## config.mk

```make
export PLATFORM = sky130hd
export DESIGN_NAME = phy_mode_datapath_steering
export DESIGN_NICKNAME = d
export VERILOG_FILES = /design/src/dp_steer_pkg.sv /design/src/phy_mode_datapath_steering.sv
export SDC_FILE = /design/constraint.sdc
export NUM_CORES = 1
export LEC_CHECK = 0
export ABC_AREA = 1
export BUFFER_PORTS_ARGS = -buffer_cell sky130_fd_sc_hd__buf_4
export CAP_MARGIN = 15
export CORE_AREA = 2 2 627 629
export CTS_CLUSTER_SIZE = 25
export DETAILED_ROUTE_END_ITERATION = 6
export DIE_AREA = 0 0 629 631
export MAX_ROUTING_LAYER = met4
export SYNTH_ARGS = -nofsm -noshare
export SYNTH_HDL_FRONTEND = slang
export SYNTH_SLANG_ARGS = --single-unit
```

## constraint.sdc

```tcl
create_clock -name clk_sys_i -period 4.8 [get_ports clk_sys_i]
set_input_delay 0.96 -clock clk_sys_i [delete_from_list [all_inputs] [get_ports clk_sys_i]]
set_output_delay 0.96 -clock clk_sys_i [all_outputs]
set_load 0.01 [all_outputs]
```

## src/dp_steer_pkg.sv

```systemverilog
package dp_steer_pkg;

  localparam int DATA_W = 64;
  localparam int ADDR_W = 4;
  localparam int COEF_W = 6;
  localparam int SUM_W = 8;
  localparam int CKSEL_W = 3;

  // Register byte offsets
  localparam logic [ADDR_W-1:0] OFS_CTRL = 4'h0;
  localparam logic [ADDR_W-1:0] OFS_CKSEL = 4'h4;
  localparam logic [ADDR_W-1:0] OFS_FIR = 4'h8;
  localparam logic [ADDR_W-1:0] OFS_STATUS = 4'hC;

  // Control fields
  localparam int CTRL_MODE_LSB = 0;
  localparam int CTRL_BYP_RX = 2;
  localparam int CTRL_BYP_TX = 3;
  localparam int CTRL_LPBK = 4;
  localparam int CTRL_MON_REQ = 5;
  localparam int CTRL_MON_UNITY = 6;
  localparam int CTRL_AN_EN = 7;
  localparam int CTRL_AN_FORCE = 8;
  localparam int CTRL_AN_F10G = 9;
  localparam logic [31:0] CTRL_RST = 32'h0000_000C;

  // Clock output select fields
  localparam int CKSEL0_LSB = 0;
  localparam int CKSEL1_LSB = 4;
  localparam logic [31:0] CKSEL_RST = 32'h0000_0010;

  // FIR coefficient fields
  localparam int FIR_PRE_LSB = 0;
  localparam int FIR_MAIN_LSB = 8;
  localparam int FIR_POST_LSB = 16;
  localparam logic [31:0] FIR_RST = 32'h0000_1000;

  // Status fields
  localparam int STS_MODE_LSB = 0;
  localparam int STS_FLUSH = 2;
  localparam int STS_REF125 = 3;
  localparam int STS_CRU10G = 4;
  localparam int STS_AN_GOOD = 5;
  localparam int STS_MON_ACT = 6;
  localparam int STS_AN_LSB = 8;

  // Reference strap codes
  localparam logic [1:0] STRAP_156M25 = 2'h0;
  localparam logic [1:0] STRAP_125M = 2'h2;

  // Timing
  localparam int CLK_PERIOD_NS = 25;
  localparam int FLUSH_NS = 400;
  localparam int FLUSH_CYC =
    (FLUSH_NS + CLK_PERIOD_NS - 1) / CLK_PERIOD_NS;
  localparam int FLUSH_W = 5;

  typedef enum logic [1:0] {MODE_LAN, MODE_WAN, MODE_1G} mode_t;
  typedef enum logic [1:0] {RATE_10G3, RATE_9G95, RATE_1G25} rate_t;
  typedef enum logic [2:0] {AN_OFF, AN_LISTEN, AN_TRAIN, AN_GOOD} an_t;

  typedef struct packed {
    logic vld;
    logic [DATA_W-1:0] dat;
  } word_t;

  typedef struct packed {
    logic vld;
    logic is_10g;
  } rate_ev_t;

endpackage : dp_steer_pkg

```

## src/phy_mode_datapath_steering.sv

```systemverilog
// Local design decisions: the Avalon-MM interface to the registers and the placing of the registers.
module phy_mode_datapath_steering
  import dp_steer_pkg::*;
(
  input wire logic clk_sys_i,
  input wire logic srst_i,
  input wire logic [ADDR_W-1:0] avs_address_i,
  input wire logic avs_read_i,
  input wire logic avs_write_i,
  input wire logic [31:0] avs_writedata_i,
  input wire logic [3:0] avs_byteenable_i,
  output logic [31:0] avs_readdata_o,
  output logic avs_waitrequest_o,
  input wire logic [1:0] strap_mode_i,
  input wire word_t serial_rx_input_i,
  input wire word_t wis_rx_payload_i,
  input wire word_t line_pcs_dec_i,
  input wire word_t proc_rx_ret_i,
  input wire word_t serial_host_rx_i,
  input wire word_t host_pcs_dec_i,
  input wire word_t proc_tx_ret_i,
  input wire word_t line_pcs_enc_i,
  input wire word_t wis_tx_frame_i,
  input wire rate_ev_t rate_det_i,
  input wire rate_ev_t an_partner_i,
  input wire logic train_done_i,
  input wire logic link_lost_i,
  output word_t elastic_wr_o,
  output word_t wis_rx_o,
  output word_t pcs10_rx_o,
  output word_t pcs1g_rx_o,
  output word_t proc_rx_o,
  output word_t host_pcs10_enc_o,
  output word_t host_pcs1g_enc_o,
  output word_t host_pcs10_dec_o,
  output word_t host_pcs1g_dec_o,
  output word_t proc_tx_o,
  output word_t line_pcs10_enc_o,
  output word_t line_pcs1g_enc_o,
  output word_t wis_tx_o,
  output word_t serial_tx_output_o,
  output logic wis_en_o,
  output logic pcs_rst_o,
  output rate_t line_rate_o,
  output rate_t host_rate_o,
  output logic ref_125_o,
  output logic cru_10g_o,
  output logic [CKSEL_W-1:0] clk_out0_sel_o,
  output logic [CKSEL_W-1:0] clk_out1_sel_o,
  output logic mon_active_o,
  output logic adapt_en_o,
  output logic dfe_zero_o,
  output logic train_en_o,
  output logic signed [SUM_W-1:0] fir_sum_o
);

  typedef struct packed {
    logic wait_r;
    logic [31:0] rdata;
    logic [31:0] ctrl;
    logic [31:0] cksel;
    logic [31:0] fir;
    mode_t act_mode;
    logic [FLUSH_W-1:0] flush_cnt;
    logic strap_done;
    logic ref_125;
    an_t an_st;
    logic cru_10g;
    word_t eb;
    word_t wis_rx;
    word_t pcs10_rx;
    word_t pcs1g_rx;
    word_t proc_rx;
    word_t host10_enc;
    word_t host1g_enc;
    word_t host10_dec;
    word_t host1g_dec;
    word_t proc_tx;
    word_t line10_enc;
    word_t line1g_enc;
    word_t wis_tx;
    word_t ser;
    logic [2:0] fir_sh;
    logic signed [SUM_W-1:0] fir_sum;
    rate_t line_rate;
    logic mon_act;
    logic adapt_en;
    logic dfe_zero;
    logic wis_en;
    logic pcs_rst;
    rate_t host_rate;
    logic train_en;
  } st_t;

  localparam word_t IDLE_W = '0;

  st_t st_r;
  st_t st_nxt;

  logic [31:0] mask;
  logic [31:0] sts;
  logic flushing;
  logic is10g;
  word_t core_rx;
  word_t core_tx;
  logic signed [SUM_W-1:0] coef [3];
  logic signed [SUM_W-1:0] acc;

  always_comb
  begin
    st_nxt = st_r;
    mask = {{8{avs_byteenable_i[3]}}, {8{avs_byteenable_i[2]}},
            {8{avs_byteenable_i[1]}}, {8{avs_byteenable_i[0]}}};
    flushing = (st_r.flush_cnt != '0);
    is10g = (st_r.act_mode != MODE_1G);

    sts = '0;
    sts[STS_MODE_LSB +: 2] = st_r.act_mode;
    sts[STS_FLUSH] = flushing;
    sts[STS_REF125] = st_r.ref_125;
    sts[STS_CRU10G] = st_r.cru_10g;
    sts[STS_AN_GOOD] = (st_r.an_st == AN_GOOD);
    sts[STS_MON_ACT] = st_r.mon_act;
    sts[STS_AN_LSB +: 3] = st_r.an_st;

    // Bus slave: answer one cycle after the request, act on release edge
    if ((avs_read_i || avs_write_i) && st_r.wait_r)
    begin
      st_nxt.wait_r = 1'b0;
      if (avs_address_i == OFS_CTRL)
        st_nxt.rdata = st_r.ctrl;
      else if (avs_address_i == OFS_CKSEL)
        st_nxt.rdata = st_r.cksel;
      else if (avs_address_i == OFS_FIR)
        st_nxt.rdata = st_r.fir;
      else if (avs_address_i == OFS_STATUS)
        st_nxt.rdata = sts;
      else
        st_nxt.rdata = '0;
    end
    else
    begin
      st_nxt.wait_r = 1'b1;
    end

    if (avs_write_i && !st_r.wait_r)
    begin
      if (avs_address_i == OFS_CTRL)
      begin
        st_nxt.ctrl = (st_r.ctrl & ~mask) | (avs_writedata_i & mask);
        // An undefined mode code is not taken
        if (st_nxt.ctrl[CTRL_MODE_LSB +: 2] == 2'h3)
          st_nxt.ctrl[CTRL_MODE_LSB +: 2] =
            st_r.ctrl[CTRL_MODE_LSB +: 2];
      end
      else if (avs_address_i == OFS_CKSEL)
        st_nxt.cksel = (st_r.cksel & ~mask) | (avs_writedata_i & mask);
      else if (avs_address_i == OFS_FIR)
        st_nxt.fir = (st_r.fir & ~mask) | (avs_writedata_i & mask);
    end

    // Reference rate strap, caught once after reset release
    if (!st_r.strap_done)
    begin
      st_nxt.strap_done = 1'b1;
      st_nxt.ref_125 = (strap_mode_i == STRAP_125M);
    end

    // Mode change: hold routing idle and PCS in reset, then switch
    if (flushing)
    begin
      st_nxt.flush_cnt = st_r.flush_cnt - 1'b1;
      if (st_r.flush_cnt == FLUSH_W'(1))
        st_nxt.act_mode = mode_t'(st_r.ctrl[CTRL_MODE_LSB +: 2]);
    end
    else if (st_r.ctrl[CTRL_MODE_LSB +: 2] != st_r.act_mode)
    begin
      st_nxt.flush_cnt = FLUSH_W'(FLUSH_CYC);
    end

    // Negotiation engine, no software steps needed
    case (st_r.an_st)
      AN_OFF:
      begin
        if (st_r.ctrl[CTRL_AN_EN] && !st_r.ctrl[CTRL_AN_FORCE])
          st_nxt.an_st = AN_LISTEN;
      end
      AN_LISTEN:
      begin
        if (an_partner_i.vld)
        begin
          // Common ability resolved with 10G ahead of 1G
          st_nxt.cru_10g = an_partner_i.is_10g;
          st_nxt.an_st = an_partner_i.is_10g ? AN_TRAIN : AN_GOOD;
        end
        else if (rate_det_i.vld)
        begin
          st_nxt.cru_10g = rate_det_i.is_10g;
          st_nxt.an_st = AN_GOOD;
        end
      end
      AN_TRAIN:
      begin
        if (train_done_i)
          st_nxt.an_st = AN_GOOD;
        else if (link_lost_i)
          st_nxt.an_st = AN_LISTEN;
      end
      AN_GOOD:
      begin
        if (link_lost_i)
          st_nxt.an_st = AN_LISTEN;
      end
      default:
      begin
        st_nxt.an_st = AN_OFF;
      end
    endcase
    if (!st_r.ctrl[CTRL_AN_EN] || st_r.ctrl[CTRL_AN_FORCE])
      st_nxt.an_st = AN_OFF;

    // Clock recovery rate: forced, negotiated or auto-detected
    if (st_r.ctrl[CTRL_AN_EN] && st_r.ctrl[CTRL_AN_FORCE])
      st_nxt.cru_10g = st_r.ctrl[CTRL_AN_F10G];
    else if (!st_r.ctrl[CTRL_AN_EN] && rate_det_i.vld)
      st_nxt.cru_10g = rate_det_i.is_10g;

    // Signal monitor gating and unity gain setup
    st_nxt.mon_act = st_r.ctrl[CTRL_MON_REQ] && is10g;
    st_nxt.adapt_en = !(st_nxt.mon_act && st_r.ctrl[CTRL_MON_UNITY]);
    st_nxt.dfe_zero = st_nxt.mon_act && st_r.ctrl[CTRL_MON_UNITY];

    // Ingress: deserialized words to elastic buffer, then to the receive path of the mode
    st_nxt.eb = serial_rx_input_i;
    st_nxt.wis_rx = IDLE_W;
    st_nxt.pcs10_rx = IDLE_W;
    st_nxt.pcs1g_rx = IDLE_W;
    case (st_r.act_mode)
      MODE_WAN:
      begin
        st_nxt.wis_rx = st_r.eb;
        st_nxt.pcs10_rx = wis_rx_payload_i;
      end
      MODE_LAN:
      begin
        st_nxt.pcs10_rx = st_r.eb;
      end
      default:
      begin
        st_nxt.pcs1g_rx = st_r.eb;
      end
    endcase

    // Optional processing, receive direction
    if (st_r.ctrl[CTRL_BYP_RX])
    begin
      st_nxt.proc_rx = IDLE_W;
      core_rx = line_pcs_dec_i;
    end
    else
    begin
      st_nxt.proc_rx = line_pcs_dec_i;
      core_rx = proc_rx_ret_i;
    end
    st_nxt.host10_enc = is10g ? core_rx : IDLE_W;
    st_nxt.host1g_enc = is10g ? IDLE_W : core_rx;

    // Egress: host words to the host decoder of the mode
    st_nxt.host10_dec = is10g ? serial_host_rx_i : IDLE_W;
    st_nxt.host1g_dec = is10g ? IDLE_W : serial_host_rx_i;

    // Optional processing, transmit direction
    if (st_r.ctrl[CTRL_BYP_TX])
    begin
      st_nxt.proc_tx = IDLE_W;
      core_tx = host_pcs_dec_i;
    end
    else
    begin
      st_nxt.proc_tx = host_pcs_dec_i;
      core_tx = proc_tx_ret_i;
    end
    st_nxt.line10_enc = is10g ? core_tx : IDLE_W;
    st_nxt.line1g_enc = is10g ? IDLE_W : core_tx;

    // WAN framer input and serializer source
    st_nxt.wis_tx = (st_r.act_mode == MODE_WAN) ? line_pcs_enc_i
                                                 : IDLE_W;
    if (st_r.ctrl[CTRL_LPBK])
      st_nxt.ser = st_r.eb;
    else if (st_r.act_mode == MODE_WAN)
      st_nxt.ser = wis_tx_frame_i;
    else
      st_nxt.ser = line_pcs_enc_i;

    case (st_r.act_mode)
      MODE_WAN:
        st_nxt.line_rate = RATE_9G95;
      MODE_LAN:
        st_nxt.line_rate = RATE_10G3;
      default:
        st_nxt.line_rate = RATE_1G25;
    endcase

    if (flushing)
    begin
      st_nxt.wis_rx = IDLE_W;
      st_nxt.pcs10_rx = IDLE_W;
      st_nxt.pcs1g_rx = IDLE_W;
      st_nxt.proc_rx = IDLE_W;
      st_nxt.host10_enc = IDLE_W;
      st_nxt.host1g_enc = IDLE_W;
      st_nxt.host10_dec = IDLE_W;
      st_nxt.host1g_dec = IDLE_W;
      st_nxt.proc_tx = IDLE_W;
      st_nxt.line10_enc = IDLE_W;
      st_nxt.line1g_enc = IDLE_W;
      st_nxt.wis_tx = IDLE_W;
      st_nxt.ser = IDLE_W;
    end

    // Decodes taken from the settled next state so outputs stay registered
    st_nxt.wis_en = (st_nxt.line_rate == RATE_9G95);
    st_nxt.pcs_rst = (st_nxt.flush_cnt != '0);
    // Host side stays at the LAN rate in WAN mode
    st_nxt.host_rate = (st_nxt.line_rate == RATE_1G25) ? RATE_1G25
                                                       : RATE_10G3;
    st_nxt.train_en = (st_nxt.an_st == AN_TRAIN);

    // Three tap output filter on the transmitted bit stream
    st_nxt.fir_sh = {st_r.fir_sh[1:0], st_r.ser.dat[0]};
    coef[0] = SUM_W'($signed(st_r.fir[FIR_PRE_LSB +: COEF_W]));
    coef[1] = SUM_W'($signed(st_r.fir[FIR_MAIN_LSB +: COEF_W]));
    coef[2] = SUM_W'($signed(st_r.fir[FIR_POST_LSB +: COEF_W]));
    acc = '0;
    for (int i = 0; i < 3; i++)
    begin
      // Newest bit is the pre-cursor, oldest the post-cursor
      if (st_r.fir_sh[i])
        acc = acc + coef[i];
      else
        acc = acc - coef[i];
    end
    st_nxt.fir_sum = acc;
  end

  always_ff @(posedge clk_sys_i)
  begin
    if (srst_i)
    begin
      st_r <= '0;
      st_r.wait_r <= 1'b1;
      st_r.ctrl <= CTRL_RST;
      st_r.cksel <= CKSEL_RST;
      st_r.fir <= FIR_RST;
      st_r.act_mode <= MODE_LAN;
      st_r.an_st <= AN_OFF;
      st_r.cru_10g <= 1'b1;
      st_r.line_rate <= RATE_10G3;
      st_r.adapt_en <= 1'b1;
    end
    else
    begin
      st_r <= st_nxt;
    end
  end

  assign avs_readdata_o = st_r.rdata;
  assign avs_waitrequest_o = st_r.wait_r;
  assign elastic_wr_o = st_r.eb;
  assign wis_rx_o = st_r.wis_rx;
  assign pcs10_rx_o = st_r.pcs10_rx;
  assign pcs1g_rx_o = st_r.pcs1g_rx;
  assign proc_rx_o = st_r.proc_rx;
  assign host_pcs10_enc_o = st_r.host10_enc;
  assign host_pcs1g_enc_o = st_r.host1g_enc;
  assign host_pcs10_dec_o = st_r.host10_dec;
  assign host_pcs1g_dec_o = st_r.host1g_dec;
  assign proc_tx_o = st_r.proc_tx;
  assign line_pcs10_enc_o = st_r.line10_enc;
  assign line_pcs1g_enc_o = st_r.line1g_enc;
  assign wis_tx_o = st_r.wis_tx;
  assign serial_tx_output_o = st_r.ser;
  assign wis_en_o = st_r.wis_en;
  assign pcs_rst_o = st_r.pcs_rst;
  assign line_rate_o = st_r.line_rate;
  assign host_rate_o = st_r.host_rate;
  assign ref_125_o = st_r.ref_125;
  assign cru_10g_o = st_r.cru_10g;
  assign clk_out0_sel_o = st_r.cksel[CKSEL0_LSB +: CKSEL_W];
  assign clk_out1_sel_o = st_r.cksel[CKSEL1_LSB +: CKSEL_W];
  assign mon_active_o = st_r.mon_act;
  assign adapt_en_o = st_r.adapt_en;
  assign dfe_zero_o = st_r.dfe_zero;
  assign train_en_o = st_r.train_en;
  assign fir_sum_o = st_r.fir_sum;

endmodule : phy_mode_datapath_steering

```

==> results of run 1 <==
-- per-stage QoR --
| step | util, % | area, sq um | instances |
|---|---|---|---|
| global placement | 13.5 | 52600 | 10552 |
| global route | 14.8 | 57700 | 10967 |
| CTS | 14.7 | 57300 | 10796 |
| detailed placement | 13.5 | 52600 | 10552 |
| floorplan | - | 41700 | 4839 |
-- cell families after synthesis --
| logic type | after synthesis |
|---|---|
| compound gates | 584 |
| xor+xnor | 14 |
| fa+ha+maj | 21 |
| buf+inv | 1650 |
| flops | 1070 |
| other cells | 1 |
| simple gates | 1498 |
-- cells in the mapped netlist (3+ instances only) --
library cell / number / area share (%)
dfxtp_1: 1070 / 51
buf_4: 961 / 17
xnor2_1: 3 / 0.063
nand4_1: 3 / 0.045
a21oi_1: 49 / 0.59
o211ai_1: 7 / 0.13
nor2_1: 870 / 7.8
nor3_1: 6 / 0.072
clkbuf_1: 106 / 0.95
buf_1: 10 / 0.090
nand3_1: 90 / 1.1
o22ai_1: 9 / 0.14
nand2_1: 400 / 3.6
a31oi_1: 77 / 1.2
inv_1: 469 / 4.2
xor2_1: 11 / 0.23
nand2_4: 3 / 0.081
nor2_2: 8 / 0.12
inv_2: 17 / 0.15
buf_8: 10 / 0.36
ha_1: 19 / 0.57
buf_2: 75 / 0.90
o21ai_1: 18 / 0.22
nor2_4: 109 / 2.9
o21ai_0: 393 / 4.7
a41oi_1: 22 / 0.46
-- metal layers --
metal  global-route usage (%)
met1                     19.3
met2                     26.7
met4                     5.00
met3                     12.1
met5                        -
==> results.ini, run 1 <==
[clock_network]
cts_resized = 0
cts_setup_buffers = 0
cts_buffers = 140
cts_root_buffer = clkbuf_16
htreeDepth = 4
clockBufferDepth = 4
cts.sinks = 1070
hold_buffers = 0

[logic_synthesis]
yosys-mux-area-fraction_pct = 0
ys_seq_area_share_pct = 51.4
synthXorXnorAreaFrac_pct = 0.294
avgSynthCellArea_sq_um = 8.62
synth_top_family_by_area = buffers and inverters
ys.flop_type = dfxtp_1
postSynthCellCount = 4838
synth-seq-cells = 1070
synth_enable_flop_cells = 0
synth-adder-area-share_pct = 0.666
synth_compound_area_share_pct = 7.58
yosys_warnings = 0
synth-simple-area-share_pct = 16.0
ys_async_sr_fraction_pct = 0
syn_area_sq_mm = 0.0417
synth_cell_type_count = 41

[run_status]
status = aborted with a tool error
stop_stage = detailed routing (5_2_route)
stop_error = [ERROR DRT-0255] Maze Route cannot find path of net line_pcs_enc_i[11] in worker of routeBox ( 579600 289800 ) ( 629000 338100 ).

[placed_design]
dp_hpwl_microns = 315000
place.gp.congestion = 0.961
io_buffer_count = 1604
pre_cts_ws_ns = 1.75

[global_route]
antenna_found_initial = 288
grt_max_degree = 117
grt_pass1_wl_microns = 433000
grt-ovfl-total = 0
grtUsageTotal_pct = 18.0
grt_pass1_vias = 32926

[die]
die_width_microns = 629
io_pins = 1606
start_util_pct = 10.7
row_count = 230
die_h_microns = 631

==> run 2: changes to the inputs <==
--- a/config.mk
+++ b/config.mk
@@ -8,11 +8,10 @@
 export ABC_AREA = 1
 export BUFFER_PORTS_ARGS = -buffer_cell sky130_fd_sc_hd__buf_4
 export CAP_MARGIN = 15
-export CORE_AREA = 2 2 627 629
-export CTS_CLUSTER_SIZE = 25
+export CORE_AREA = 2 2 622 624
 export DETAILED_ROUTE_END_ITERATION = 6
-export DIE_AREA = 0 0 629 631
-export MAX_ROUTING_LAYER = met4
+export DIE_AREA = 0 0 624 626
+export PLACE_DENSITY_LB_ADDON = 0.15
 export SYNTH_ARGS = -nofsm -noshare
 export SYNTH_HDL_FRONTEND = slang
 export SYNTH_SLANG_ARGS = --single-unit
==> run 2 against run 1 <==
Compared with the run above:
- the flow now finishes without violations
- synthesized cell count unchanged
- global-route usage down 2.5 points
- synthesized area unchanged
==> results.ini, run 2 <==
[timing]
finalMaxSlewViolations = 0
fin_crit_sh_pct = 63.0
holdWs_ns = 0.261
worst_pin_slew_ns = 1.18
finalSetupViolCount = 0
period_needed_ns = 3.02
fin_tns_setup_ns = 0
relSlewSlack_pct = 20.6
timing.final.hold_violations = 0
fmax_mhz = 331
rsz0062_at_grt = false
fin_worst_skew_ns = 0.105

[logic_synthesis]
ys_seq_area_share_pct = 51.4  ; unchanged
ys.flop_type = dfxtp_1  ; unchanged
avgSynthCellArea_sq_um = 8.62  ; unchanged
synth_area_leaders = dfxtp_1 (51%), buf_4 (17%), nor2_1 (7.8%)  ; unchanged
postSynthCellCount = 4838  ; unchanged
yosysMostFrequentCell = dfxtp_1  ; unchanged
synth.top_cell.area_share_pct = 51.4  ; unchanged
synth_enable_flop_cells = 0  ; unchanged
yosys.area.top_type = dfxtp_1  ; unchanged
syn_area_sq_mm = 0.0417  ; unchanged
ys_async_sr_fraction_pct = 0  ; unchanged
synth-seq-cells = 1070  ; unchanged
yosys_warnings = 0  ; unchanged
yosys-top-cells-count = dfxtp_1 (1070), buf_4 (961), nor2_1 (870)  ; unchanged
synth_cell_type_count = 41  ; unchanged

[placed_design]
place.gp.congestion = 0.912  ; was 0.961
io_buffer_count = 1604  ; unchanged
dp_hpwl_microns = 268000  ; was 315000 microns
dpl-instance-area_sq_mm = 0.0525  ; was 0.0526 sq mm

[critical_path]
r2r_end = fir_sum_o[7]
cp-end-kind = flip-flop
cp.required_ns = 5.49
worst-path-buf-inv = 1
slowest_delay_ns = 0.46
crit_top_cell = nand2_1
startpoint_type = flip-flop
path_class = reg -> reg
critPathMaxFanout = 4
cpLargestDelayFamily = adder cells
crit_arrival_ns = 3.72
cp_cell_sequence = inv_1 -> ha_1 -> nand2_1 -> o21ai_0 -> fa_1 -> nand3_1 -> nand2_1 -> nand2_1 -> nand2_1 -> a21oi_1 -> xnor2_1 -> ha_1 -> a21oi_1 -> o21ai_0 -> a21oi_1 -> nand3_1 -> nand2_1 -> nor2_1
reg2reg_slack_ns = 1.78
slowest_stage = fa_1
r2r_cells = 18

[clock_network]
clock_latency_ns = 0.91
htreeDepth = 4  ; unchanged
cts_root_buffer = clkbuf_16  ; unchanged
cts_setup_buffers = 0  ; unchanged
clockBufferDepth = 4  ; unchanged
cts.sinks = 1070  ; unchanged
clk_pin_slew_ns = 0.06
cts_resized = 0  ; unchanged
hold_buffers = 0  ; unchanged
cts_buffers = 153  ; was 140
cts_tree = done

[global_route]
antenna_found_initial = 165  ; was 288
grt_pass1_wl_microns = 392000  ; was 433000 microns
grt_max_degree = 128  ; was 117
grtUsageTotal_pct = 15.4  ; was 18.0%
grt_pass1_vias = 34234  ; was 32926
grt-ovfl-total = 0  ; unchanged

[die]
die_h_microns = 626  ; was 631 microns
start_util_pct = 10.8  ; was 10.7%
core_area_sq_mm = 0.384
io_pins = 1606  ; unchanged
row_count = 228  ; was 230
die_width_microns = 624  ; was 629 microns
fp.dieArea_sq_mm = 0.391

[routing]
route.met3.wl_microns = 24300
vias = 33795
antenna_left = 0
wl_met2_microns = 145000
drc = 0
dr.pass1.iters = 5
drt_iter0_drc = 2020
drt_wl_total_microns = 315000
viasPerCell = 3.16
m1WireLength_microns = 140000
routed.top_layer = met5
wl_per_cell_microns = 29.5

[power]
p_sw_share_pct = 32.0
pwr-share-comb_pct = 18.7
power_density_mw_per_mm2 = 472
intPower_w = 0.0185
power.share.clock_pct = 44.3
pwr-share-seq_pct = 37.0
ir_drop_uv = 283
p_leak_nw = 26.3
p_total_w = 0.0273
p_sw_w = 0.00874

[hold_path]
holdPathEnd = elastic_wr_o[16]
min_from = serial_rx_input_i[16]
min_path_cells = 3
hp-class = in -> reg

[final_layout]
drive_above_1_share_pct = 36.9
fin_util_pct = 15.0
fin_nets = 6145
final_cell_mix = buf_4 (1645), dfxtp_1 (1068), nor2_1 (869)
postLayoutCellArea_sq_mm = 0.0578
area_delta_synth_final_pct = 38.6
final_common_cell = buf_4

[flow_run]
maxCapViolations = 0

[run_status]
status = finished clean  ; was aborted with a tool error

run 2: metrics by stage:
| step | setup WS (ns) | std cells |
|---|---|---|
| after CTS | 1.78 | 10662 |
| after global placement | 1.66 | 10387 |
| after global routing | 1.50 | 10669 |
| after floorplan | 2.09 | 4839 |
| after detailed placement | 1.62 | 10391 |
| final | 1.78 | 10699 |
run 2: tightest hold or removal path, cell delays in order:
cell and delay (ns):
buf_4 0.08, inv_1 0.03, nor2_1 0.06
run 2: worst max path at each step:
| stage | depth (start not counted) | slack (ns) | end |
|---|---|---|---|
| 2_1_floorplan | 18 | 2.09 | fir_sum_o[7] |
| 3_3_place_gp | 4 | 1.66 | pcs10_rx_o[63] |
| 3_5_place_dp | 5 | 1.62 | pcs10_rx_o[12] |
| 4_1_cts | 18 | 1.78 | fir_sum_o[7] |
| 5_1_grt | 18 | 1.50 | fir_sum_o[7] |
| 6_report | 18 | 1.78 | fir_sum_o[7] |
run 2: cell families (layout without fill, tap and decap cells):
family / Yosys count / count (layout) / synth area share [%]
flops: 1070 / 1070 / 51.4
other cells: 1 / 38 / 0.00899
simple gates: 1498 / 1498 / 16.0
buf+inv: 1650 / 2414 / 24.0
compound gates: 584 / 584 / 7.58
fa+ha+maj: 21 / 21 / 0.666
xor+xnor: 14 / 14 / 0.294
run 2: final cells by class:
| cell class | instances | area, sq um |
|---|---|---|
| fill | 43753 | 326000 |
| tap | 5060 | 6330 |
| sequential | 1070 | 21400 |
| antenna | 36 | 90.1 |
| clock inverter | 60 | 763 |
| clock buffer | 211 | 4460 |
| timing repair buffer | 1657 | 12600 |
| multi-input combinational | 2119 | 10300 |
| inverter | 486 | 1830 |
run 2: power by group through the flow:
stage,clock (W),combinational (W),sequential (W)
floorplan,0,0.00285,0.0100
global placement,0,0.00521,0.0103
detailed placement,0,0.00522,0.0103
CTS,0.0126,0.00523,0.0101
global route,0.0129,0.00543,0.0102
finish,0.0121,0.00510,0.0101
run 2: layer usage:
layer  global-route usage (%)  vias to the layer above
li1                         -                    15293
met1                     20.1                    16587
met2                     25.2                     1473
met3                     4.51                      394
met4                     2.87                       48
met5                        0                        -
(Power assumes the default switching activity.)
==> run 3: changes to the inputs <==
==> constraint.sdc (replaced) <==
create_clock -name clk_sys_i -period 2.9 [get_ports clk_sys_i]
set_input_delay 0.58 -clock clk_sys_i [delete_from_list [all_inputs] [get_ports clk_sys_i]]
set_output_delay 0.58 -clock clk_sys_i [all_outputs]
set_load 0.01 [all_outputs]
==> run 3 against run 2 <==
Compared with the run above:
- combinational power increased by 83%
- critical path type unchanged
- clock-buffer cell count increased by 14
- cell count increased by 4.9%
- critical endpoint unchanged
- first-iteration DRC count increased by 6.8%
- sequential share of layout area decreased by 3.0 points
- fmax increased by 6.7%
- sequential power increased by 65%
- die area unchanged
- register-to-register slack got worse by 1.7 ns
==> results.ini, run 3 (synthesis gave the netlist of run 2 again) <==
[timing]
period_needed_ns = 2.83  ; was 3.02 ns
fmax_mhz = 353  ; was 331 MHz
setup_slack_ns = 0.0654  ; was 1.78 ns
timing.final.hold_violations = 0  ; unchanged
finalMaxSlewViolations = 0  ; unchanged
fin_crit_sh_pct = 97.7  ; was 63.0%
finalSetupViolCount = 0  ; unchanged
relSlewSlack_pct = 30.8  ; was 20.6%
rsz0062_at_grt = true  ; was false
worst_pin_slew_ns = 1.03  ; was 1.18 ns
fin_worst_skew_ns = 0.102  ; was 0.105 ns

[routing]
wl_per_cell_microns = 28.2  ; was 29.5 microns
dr.pass1.iters = 7  ; was 5
drt_wl_total_microns = 316000  ; was 315000 microns
antenna_left = 0  ; unchanged
drt_iter0_drc = 2157  ; was 2020
viasPerCell = 3.20  ; was 3.16
drc = 0  ; unchanged
vias = 35942  ; was 33795

[global_route]
grt-ovfl-total = 0  ; unchanged
grt_pass1_wl_microns = 399000  ; was 392000 microns
antenna_found_initial = 184  ; was 165
grtUsageTotal_pct = 15.5  ; was 15.4%
grt_pass1_vias = 36726  ; was 34234
grt_max_degree = 119  ; was 128

[critical_path]
r2r_end = fir_sum_o[7]  ; unchanged
cp.depth = 18  ; unchanged
worst-path-buf-inv = 1  ; unchanged
cp-end-kind = flip-flop  ; unchanged
cp_cell_sequence = buf_6 -> nor3_4 -> nor2_1 -> xor2_1 -> ha_1 -> a21oi_2 -> nand2_2 -> nand2_2 -> nand2_2 -> a21oi_4 -> xnor2_2 -> ha_4 -> a21oi_2 -> o21ai_1 -> a21oi_2 -> nand3_1 -> nand2_1 -> nor2_1  ; was inv_1 -> ha_1 -> nand2_1 -> o21ai_0 -> fa_1 -> nand3_1 -> nand2_1 -> nand2_1 -> nand2_1 -> a21oi_1 -> xnor2_1 -> ha_1 -> a21oi_1 -> o21ai_0 -> a21oi_1 -> nand3_1 -> nand2_1 -> nor2_1
cpLargestDelayFamily = simple AND/OR/NAND/NOR gates  ; was adder cells
critPathMaxFanout = 4  ; unchanged
reg2reg_slack_ns = 0.07  ; was 1.78 ns
crit_arrival_ns = 3.53  ; was 3.72 ns
cp.required_ns = 3.59  ; was 5.49 ns
crit_end = fir_sum_o[7]  ; unchanged
slowest_delay_ns = 0.33  ; was 0.46 ns
r2r_cells = 18  ; unchanged
path_class = reg -> reg  ; unchanged
startpoint_type = flip-flop  ; unchanged
slowest_stage = dfxtp_2  ; was fa_1

[clock_network]
cts_root_buffer = clkbuf_16  ; unchanged
clk_pin_slew_ns = 0.06  ; about the same
cts_tree = done  ; unchanged
cts.sinks = 1070  ; unchanged
clock_latency_ns = 0.88  ; was 0.91 ns
cts_buffers = 153  ; unchanged
htreeDepth = 4  ; unchanged
clockBufferDepth = 4  ; unchanged

[die]
io_pins = 1606  ; unchanged
die_width_microns = 624  ; unchanged
row_count = 228  ; unchanged
die_h_microns = 626  ; unchanged
start_util_pct = 10.8  ; unchanged
core_area_sq_mm = 0.384  ; unchanged
fp.dieArea_sq_mm = 0.391  ; unchanged

[final_layout]
fill_cells = 43639  ; was 43753
final_cell_mix = buf_4 (1735), dfxtp_1 (1065), nor2_1 (867)  ; was buf_4 (1645), dfxtp_1 (1068), nor2_1 (869)
regArea_sq_mm = 0.0214  ; about the same
fin_util_pct = 16.4  ; was 15.0%
final_common_cell = buf_4  ; unchanged
multiInputGateArea_sq_mm = 0.0106  ; was 0.0103 sq mm
fin_nets = 6667  ; was 6145
area_delta_synth_final_pct = 51.1  ; was 38.6%
drive_above_1_share_pct = 35.7  ; was 36.9%

[power]
p_leak_nw = 28.6  ; was 26.3 nW
power_density_mw_per_mm2 = 718  ; was 472 mW/mm^2
ir_drop_uv = 376  ; was 283 uV

[flow_run]
maxCapViolations = 0  ; unchanged

[placed_design]
pre_cts_ws_ns = -0.211  ; was 1.62 ns
io_buffer_count = 1604  ; unchanged
dp_hpwl_microns = 269000  ; was 268000 microns
place.gp.congestion = 0.897  ; was 0.912

[run_status]
status = finished clean  ; unchanged

[hold_path]
min_from = host_pcs_dec_i[59]  ; was serial_rx_input_i[16]
hp-class = in -> reg  ; unchanged

run 3: per-layer routing:
layer / vias to the layer above / track usage, % / wire, microns
met2: 1575 / 25.0 / 143000
li1: 16341 / - / -
met1: 17548 / 20.5 / 141000
met3: 424 / 4.28 / 24100
met4: 54 / 3.15 / 7240
met5: - / 0 / 343
run 3: worst register-to-register path, cell delays in order, from the launching register on:
cell and delay [ns]:
dfxtp_2 0.33, buf_6 0.12, nor3_4 0.20, nor2_1 0.08
xor2_1 0.24, ha_1 0.31, a21oi_2 0.16, nand2_2 0.08
nand2_2 0.06, nand2_2 0.06, a21oi_4 0.14, xnor2_2 0.16
ha_4 0.26, a21oi_2 0.11, o21ai_1 0.08, a21oi_2 0.16
nand3_1 0.09, nand2_1 0.07, nor2_1 0.04
run 3: how the worst min path moves through the flow:
stage                         endpoint  cells past startpoint  slack (ns)
floorplan                   adapt_en_o                      1        0.39
global placement    avs_readdata_o[10]                      2        0.47
detailed placement  avs_readdata_o[14]                      2        0.47
CTS                      proc_tx_o[59]                      3      0.0003
global route             proc_rx_o[63]                      3        0.02
finish                   proc_tx_o[59]                      3        0.09
run 3: final cells by class:
class	instances	share of cell area, %
timing repair buffer	2179	28.2
clock inverter	41	0.886
clock buffer	225	7.05
multi-input combinational	2119	16.8
inverter	486	2.91
tap	5060	10.1
antenna	44	0.175
sequential	1070	34.0
run 3: metrics by stage:
step                TNS (ns)  power (W)  std cells  area [sq um]  hold slack, ns
detailed placement    -0.359     0.0259      10493         53400           0.474
finish                     0     0.0452      11224         63000          0.0854
global placement      -0.731     0.0260      10493         53400           0.468
floorplan                  0     0.0213       4839         41700           0.394
CTS                  -0.0599     0.0463      11177         62700        0.000339
global route         -0.0875     0.0472      11199         62900          0.0240
run 3: power breakdown:
group	internal [W]	switching, W	total, W
Sequential	0.0160	0.000685	0.0167
Clock	0.0113	0.00794	0.0192
Combinational	0.00347	0.00586	0.00933
run 3: repair_timing:
item,CTS,global route
gates cloned,0,0
endpoints found under the hold margin,526,0
hold buffers,415,0
gates resized for setup,24,39
pin swaps,23,32
setup buffers,3,4
endpoints found under the setup margin,3,6
==> run 4: changes to the inputs <==
--- a/config.mk
+++ b/config.mk
@@ -8,9 +8,9 @@
 export ABC_AREA = 1
 export BUFFER_PORTS_ARGS = -buffer_cell sky130_fd_sc_hd__buf_4
 export CAP_MARGIN = 15
-export CORE_AREA = 2 2 622 624
+export CORE_AREA = 2 2 627 629
 export DETAILED_ROUTE_END_ITERATION = 6
-export DIE_AREA = 0 0 624 626
+export DIE_AREA = 0 0 629 631
 export PLACE_DENSITY_LB_ADDON = 0.15
 export SYNTH_ARGS = -nofsm -noshare
 export SYNTH_HDL_FRONTEND = slang
==> constraint.sdc (replaced) <==
create_clock -name clk_sys_i -period 3.6 [get_ports clk_sys_i]
set_input_delay 0.72 -clock clk_sys_i [delete_from_list [all_inputs] [get_ports clk_sys_i]]
set_output_delay 0.72 -clock clk_sys_i [all_outputs]
set_load 0.01 [all_outputs]
==> run 4 against run 3 <==
Compared with the run above:
- global-route usage decreased by 0.22 points
- fmax shrank 8.2%
- final area shrank 5.9%
- via count fell by 4.8%
- clock-buffer cell count down 5
- sequential power fell by 20%
- clock skew down 0.031 ns
- cell count shrank 2.2%
- critical path type unchanged
- hold slack better by 0.029 ns
- flip-flop and latch count unchanged
==> results.ini, run 4 (synthesis gave the netlist of run 2 again) <==
[die]
die_width_microns = 629  ; was 624 microns
core_area_sq_mm = 0.391  ; was 0.384 sq mm
row_count = 230  ; was 228
fp.dieArea_sq_mm = 0.397  ; was 0.391 sq mm
die_h_microns = 631  ; was 626 microns
io_pins = 1606  ; unchanged
start_util_pct = 10.7  ; was 10.8%

[timing]
fmax_mhz = 324  ; was 353 MHz
fin_crit_sh_pct = 85.7  ; was 97.7%
fin_tns_setup_ns = 0  ; unchanged
timing.final.hold_violations = 0  ; unchanged
worst_pin_slew_ns = 1.22  ; was 1.03 ns
relSlewSlack_pct = 17.7  ; was 30.8%
fin_worst_skew_ns = 0.0710  ; was 0.102 ns
rsz0062_at_grt = false  ; was true
setup_slack_ns = 0.514  ; was 0.0654 ns
finalMaxSlewViolations = 0  ; unchanged
period_needed_ns = 3.09  ; was 2.83 ns
finalSetupViolCount = 0  ; unchanged

[global_route]
grt_pass1_wl_microns = 395000  ; was 399000 microns
grtUsageTotal_pct = 15.3  ; was 15.5%
grt_pass1_vias = 34690  ; was 36726
grt-ovfl-total = 0  ; unchanged
grt_max_degree = 121  ; was 119
antenna_found_initial = 173  ; was 184

[routing]
dr.pass1.iters = 5  ; was 7
wl_per_cell_microns = 28.8  ; was 28.2 microns
antenna_left = 0  ; unchanged
drt_wl_total_microns = 316000  ; about the same
drc = 0  ; unchanged
drt_iter0_drc = 2246  ; was 2157
vias = 34229  ; was 35942
viasPerCell = 3.12  ; was 3.20

[critical_path]
critPathMaxFanout = 3  ; was 4
slowest_stage = fa_1  ; was dfxtp_2
r2r_cells = 18  ; unchanged
worst-path-buf-inv = 1  ; unchanged
cp.depth = 18  ; unchanged
crit_top_cell = nand2_1
startpoint_type = flip-flop  ; unchanged
crit_arrival_ns = 3.82  ; was 3.53 ns
cp-end-kind = flip-flop  ; unchanged
crit_end = fir_sum_o[7]  ; unchanged
cp.required_ns = 4.33  ; was 3.59 ns
reg2reg_slack_ns = 0.51  ; was 0.07 ns
r2r_end = fir_sum_o[7]  ; unchanged
path_class = reg -> reg  ; unchanged
slowest_delay_ns = 0.47  ; was 0.33 ns
cp_cell_sequence = inv_1 -> ha_1 -> nand2_1 -> o21ai_0 -> fa_1 -> nand3_1 -> nand2_1 -> nand2_1 -> nand2_1 -> a21oi_1 -> xnor2_1 -> ha_1 -> a21oi_1 -> o21ai_0 -> a21oi_1 -> nand3_1 -> nand2_1 -> nor2_1  ; was buf_6 -> nor3_4 -> nor2_1 -> xor2_1 -> ha_1 -> a21oi_2 -> nand2_2 -> nand2_2 -> nand2_2 -> a21oi_4 -> xnor2_2 -> ha_4 -> a21oi_2 -> o21ai_1 -> a21oi_2 -> nand3_1 -> nand2_1 -> nor2_1
cpLargestDelayFamily = adder cells  ; was simple AND/OR/NAND/NOR gates

[run_status]
status = finished clean  ; unchanged

[final_layout]
fin_util_pct = 15.2  ; was 16.4%
fin_nets = 6257  ; was 6667
final_common_cell = buf_4  ; unchanged
drive_above_1_share_pct = 36.7  ; was 35.7%
final_cell_mix = buf_4 (1674), dfxtp_1 (1068), nor2_1 (869)  ; was buf_4 (1735), dfxtp_1 (1065), nor2_1 (867)
area_delta_synth_final_pct = 42.2  ; was 51.1%

[clock_network]
clk_pin_slew_ns = 0.06  ; about the same
cts_resized = 0  ; was 24
cts.sinks = 1070  ; unchanged
cts_buffers = 156  ; was 153
clockBufferDepth = 4  ; unchanged
cts_root_buffer = clkbuf_16  ; unchanged
cts_tree = done  ; unchanged
clock_latency_ns = 0.88  ; about the same
htreeDepth = 4  ; unchanged

[placed_design]
place.gp.congestion = 0.918  ; was 0.897
io_buffer_count = 1604  ; unchanged
pre_cts_ws_ns = 0.496  ; was -0.211 ns
dp_hpwl_microns = 268000  ; was 269000 microns

[hold_path]
hp-class = in -> reg  ; unchanged
min_path_cells = 3  ; unchanged

[power]
p_leak_nw = 26.9  ; was 28.6 nW
ir_drop_uv = 343  ; was 376 uV
power_density_mw_per_mm2 = 624  ; was 718 mW/mm^2

[flow_run]
maxCapViolations = 0  ; unchanged

-- run 4: per-stage QoR --
stage	hold WS [ns]	area, sq um	instances	total power (W)
2_1_floorplan	0.394	41700	4839	0.0172
3_3_place_gp	0.475	53000	10585	0.0208
3_5_place_dp	0.473	53000	10587	0.0207
4_1_cts	0.000381	59200	10939	0.0379
5_1_grt	0.0361	59200	10947	0.0386
6_report	0.115	59300	10975	0.0370
-- run 4: area by class of cell --
type	count	area (sq um)
inverters	486	1830
repair buffers	1766	13700
fillers	44647	332000
multi-input cells	2119	10300
flip-flops and latches	1070	21400
well taps	5220	6530
clock inverters	59	940
diodes	35	87.6
clock buffers	220	4480
-- run 4: worst min-delay path by stage --
| stage | startpoint | to |
|---|---|---|
| floorplan | flip-flop | adapt_en_o |
| global placement | flip-flop | avs_readdata_o[10] |
| detailed placement | flip-flop | avs_readdata_o[10] |
| CTS | line_pcs_enc_i[57] | wis_tx_o[57] |
| global route | serial_rx_input_i[47] | elastic_wr_o[47] |
| finish | wis_rx_payload_i[20] | pcs10_rx_o[20] |
-- run 4: worst register-to-register path, stage by stage, from the launching register on --
cell and delay (ns):
dfxtp_1 0.37, inv_1 0.10, ha_1 0.29, nand2_1 0.06
o21ai_0 0.16, fa_1 0.47, nand3_1 0.09, nand2_1 0.09
nand2_1 0.07, nand2_1 0.06, a21oi_1 0.16, xnor2_1 0.16
ha_1 0.29, a21oi_1 0.13, o21ai_0 0.09, a21oi_1 0.19
nand3_1 0.11, nand2_1 0.06, nor2_1 0.04
-- run 4: what timing repair did --
action                    in CTS  in global routing
hold endpoints to repair      73                  0
hold buffers                  73                  0
buffers inserted               0                  0
-- run 4: power breakdown --
part | total (W) | internal (W) | leakage, nW | switching [W]
combinational | 0.00695 | 0.00245 | 15.6 | 0.00449
clock | 0.0166 | 0.0101 | 2.65 | 0.00652
sequential | 0.0134 | 0.0129 | 8.68 | 0.000555
-- run 4: layer usage --
metal | routed length (microns) | vias to the layer above | track usage (%)
met5 | 367 | - | 0
met4 | 7370 | 54 | 3.49
met3 | 26900 | 436 | 4.94
met2 | 142000 | 1622 | 24.4
met1 | 139000 | 16596 | 19.9
li1 | - | 15521 | -
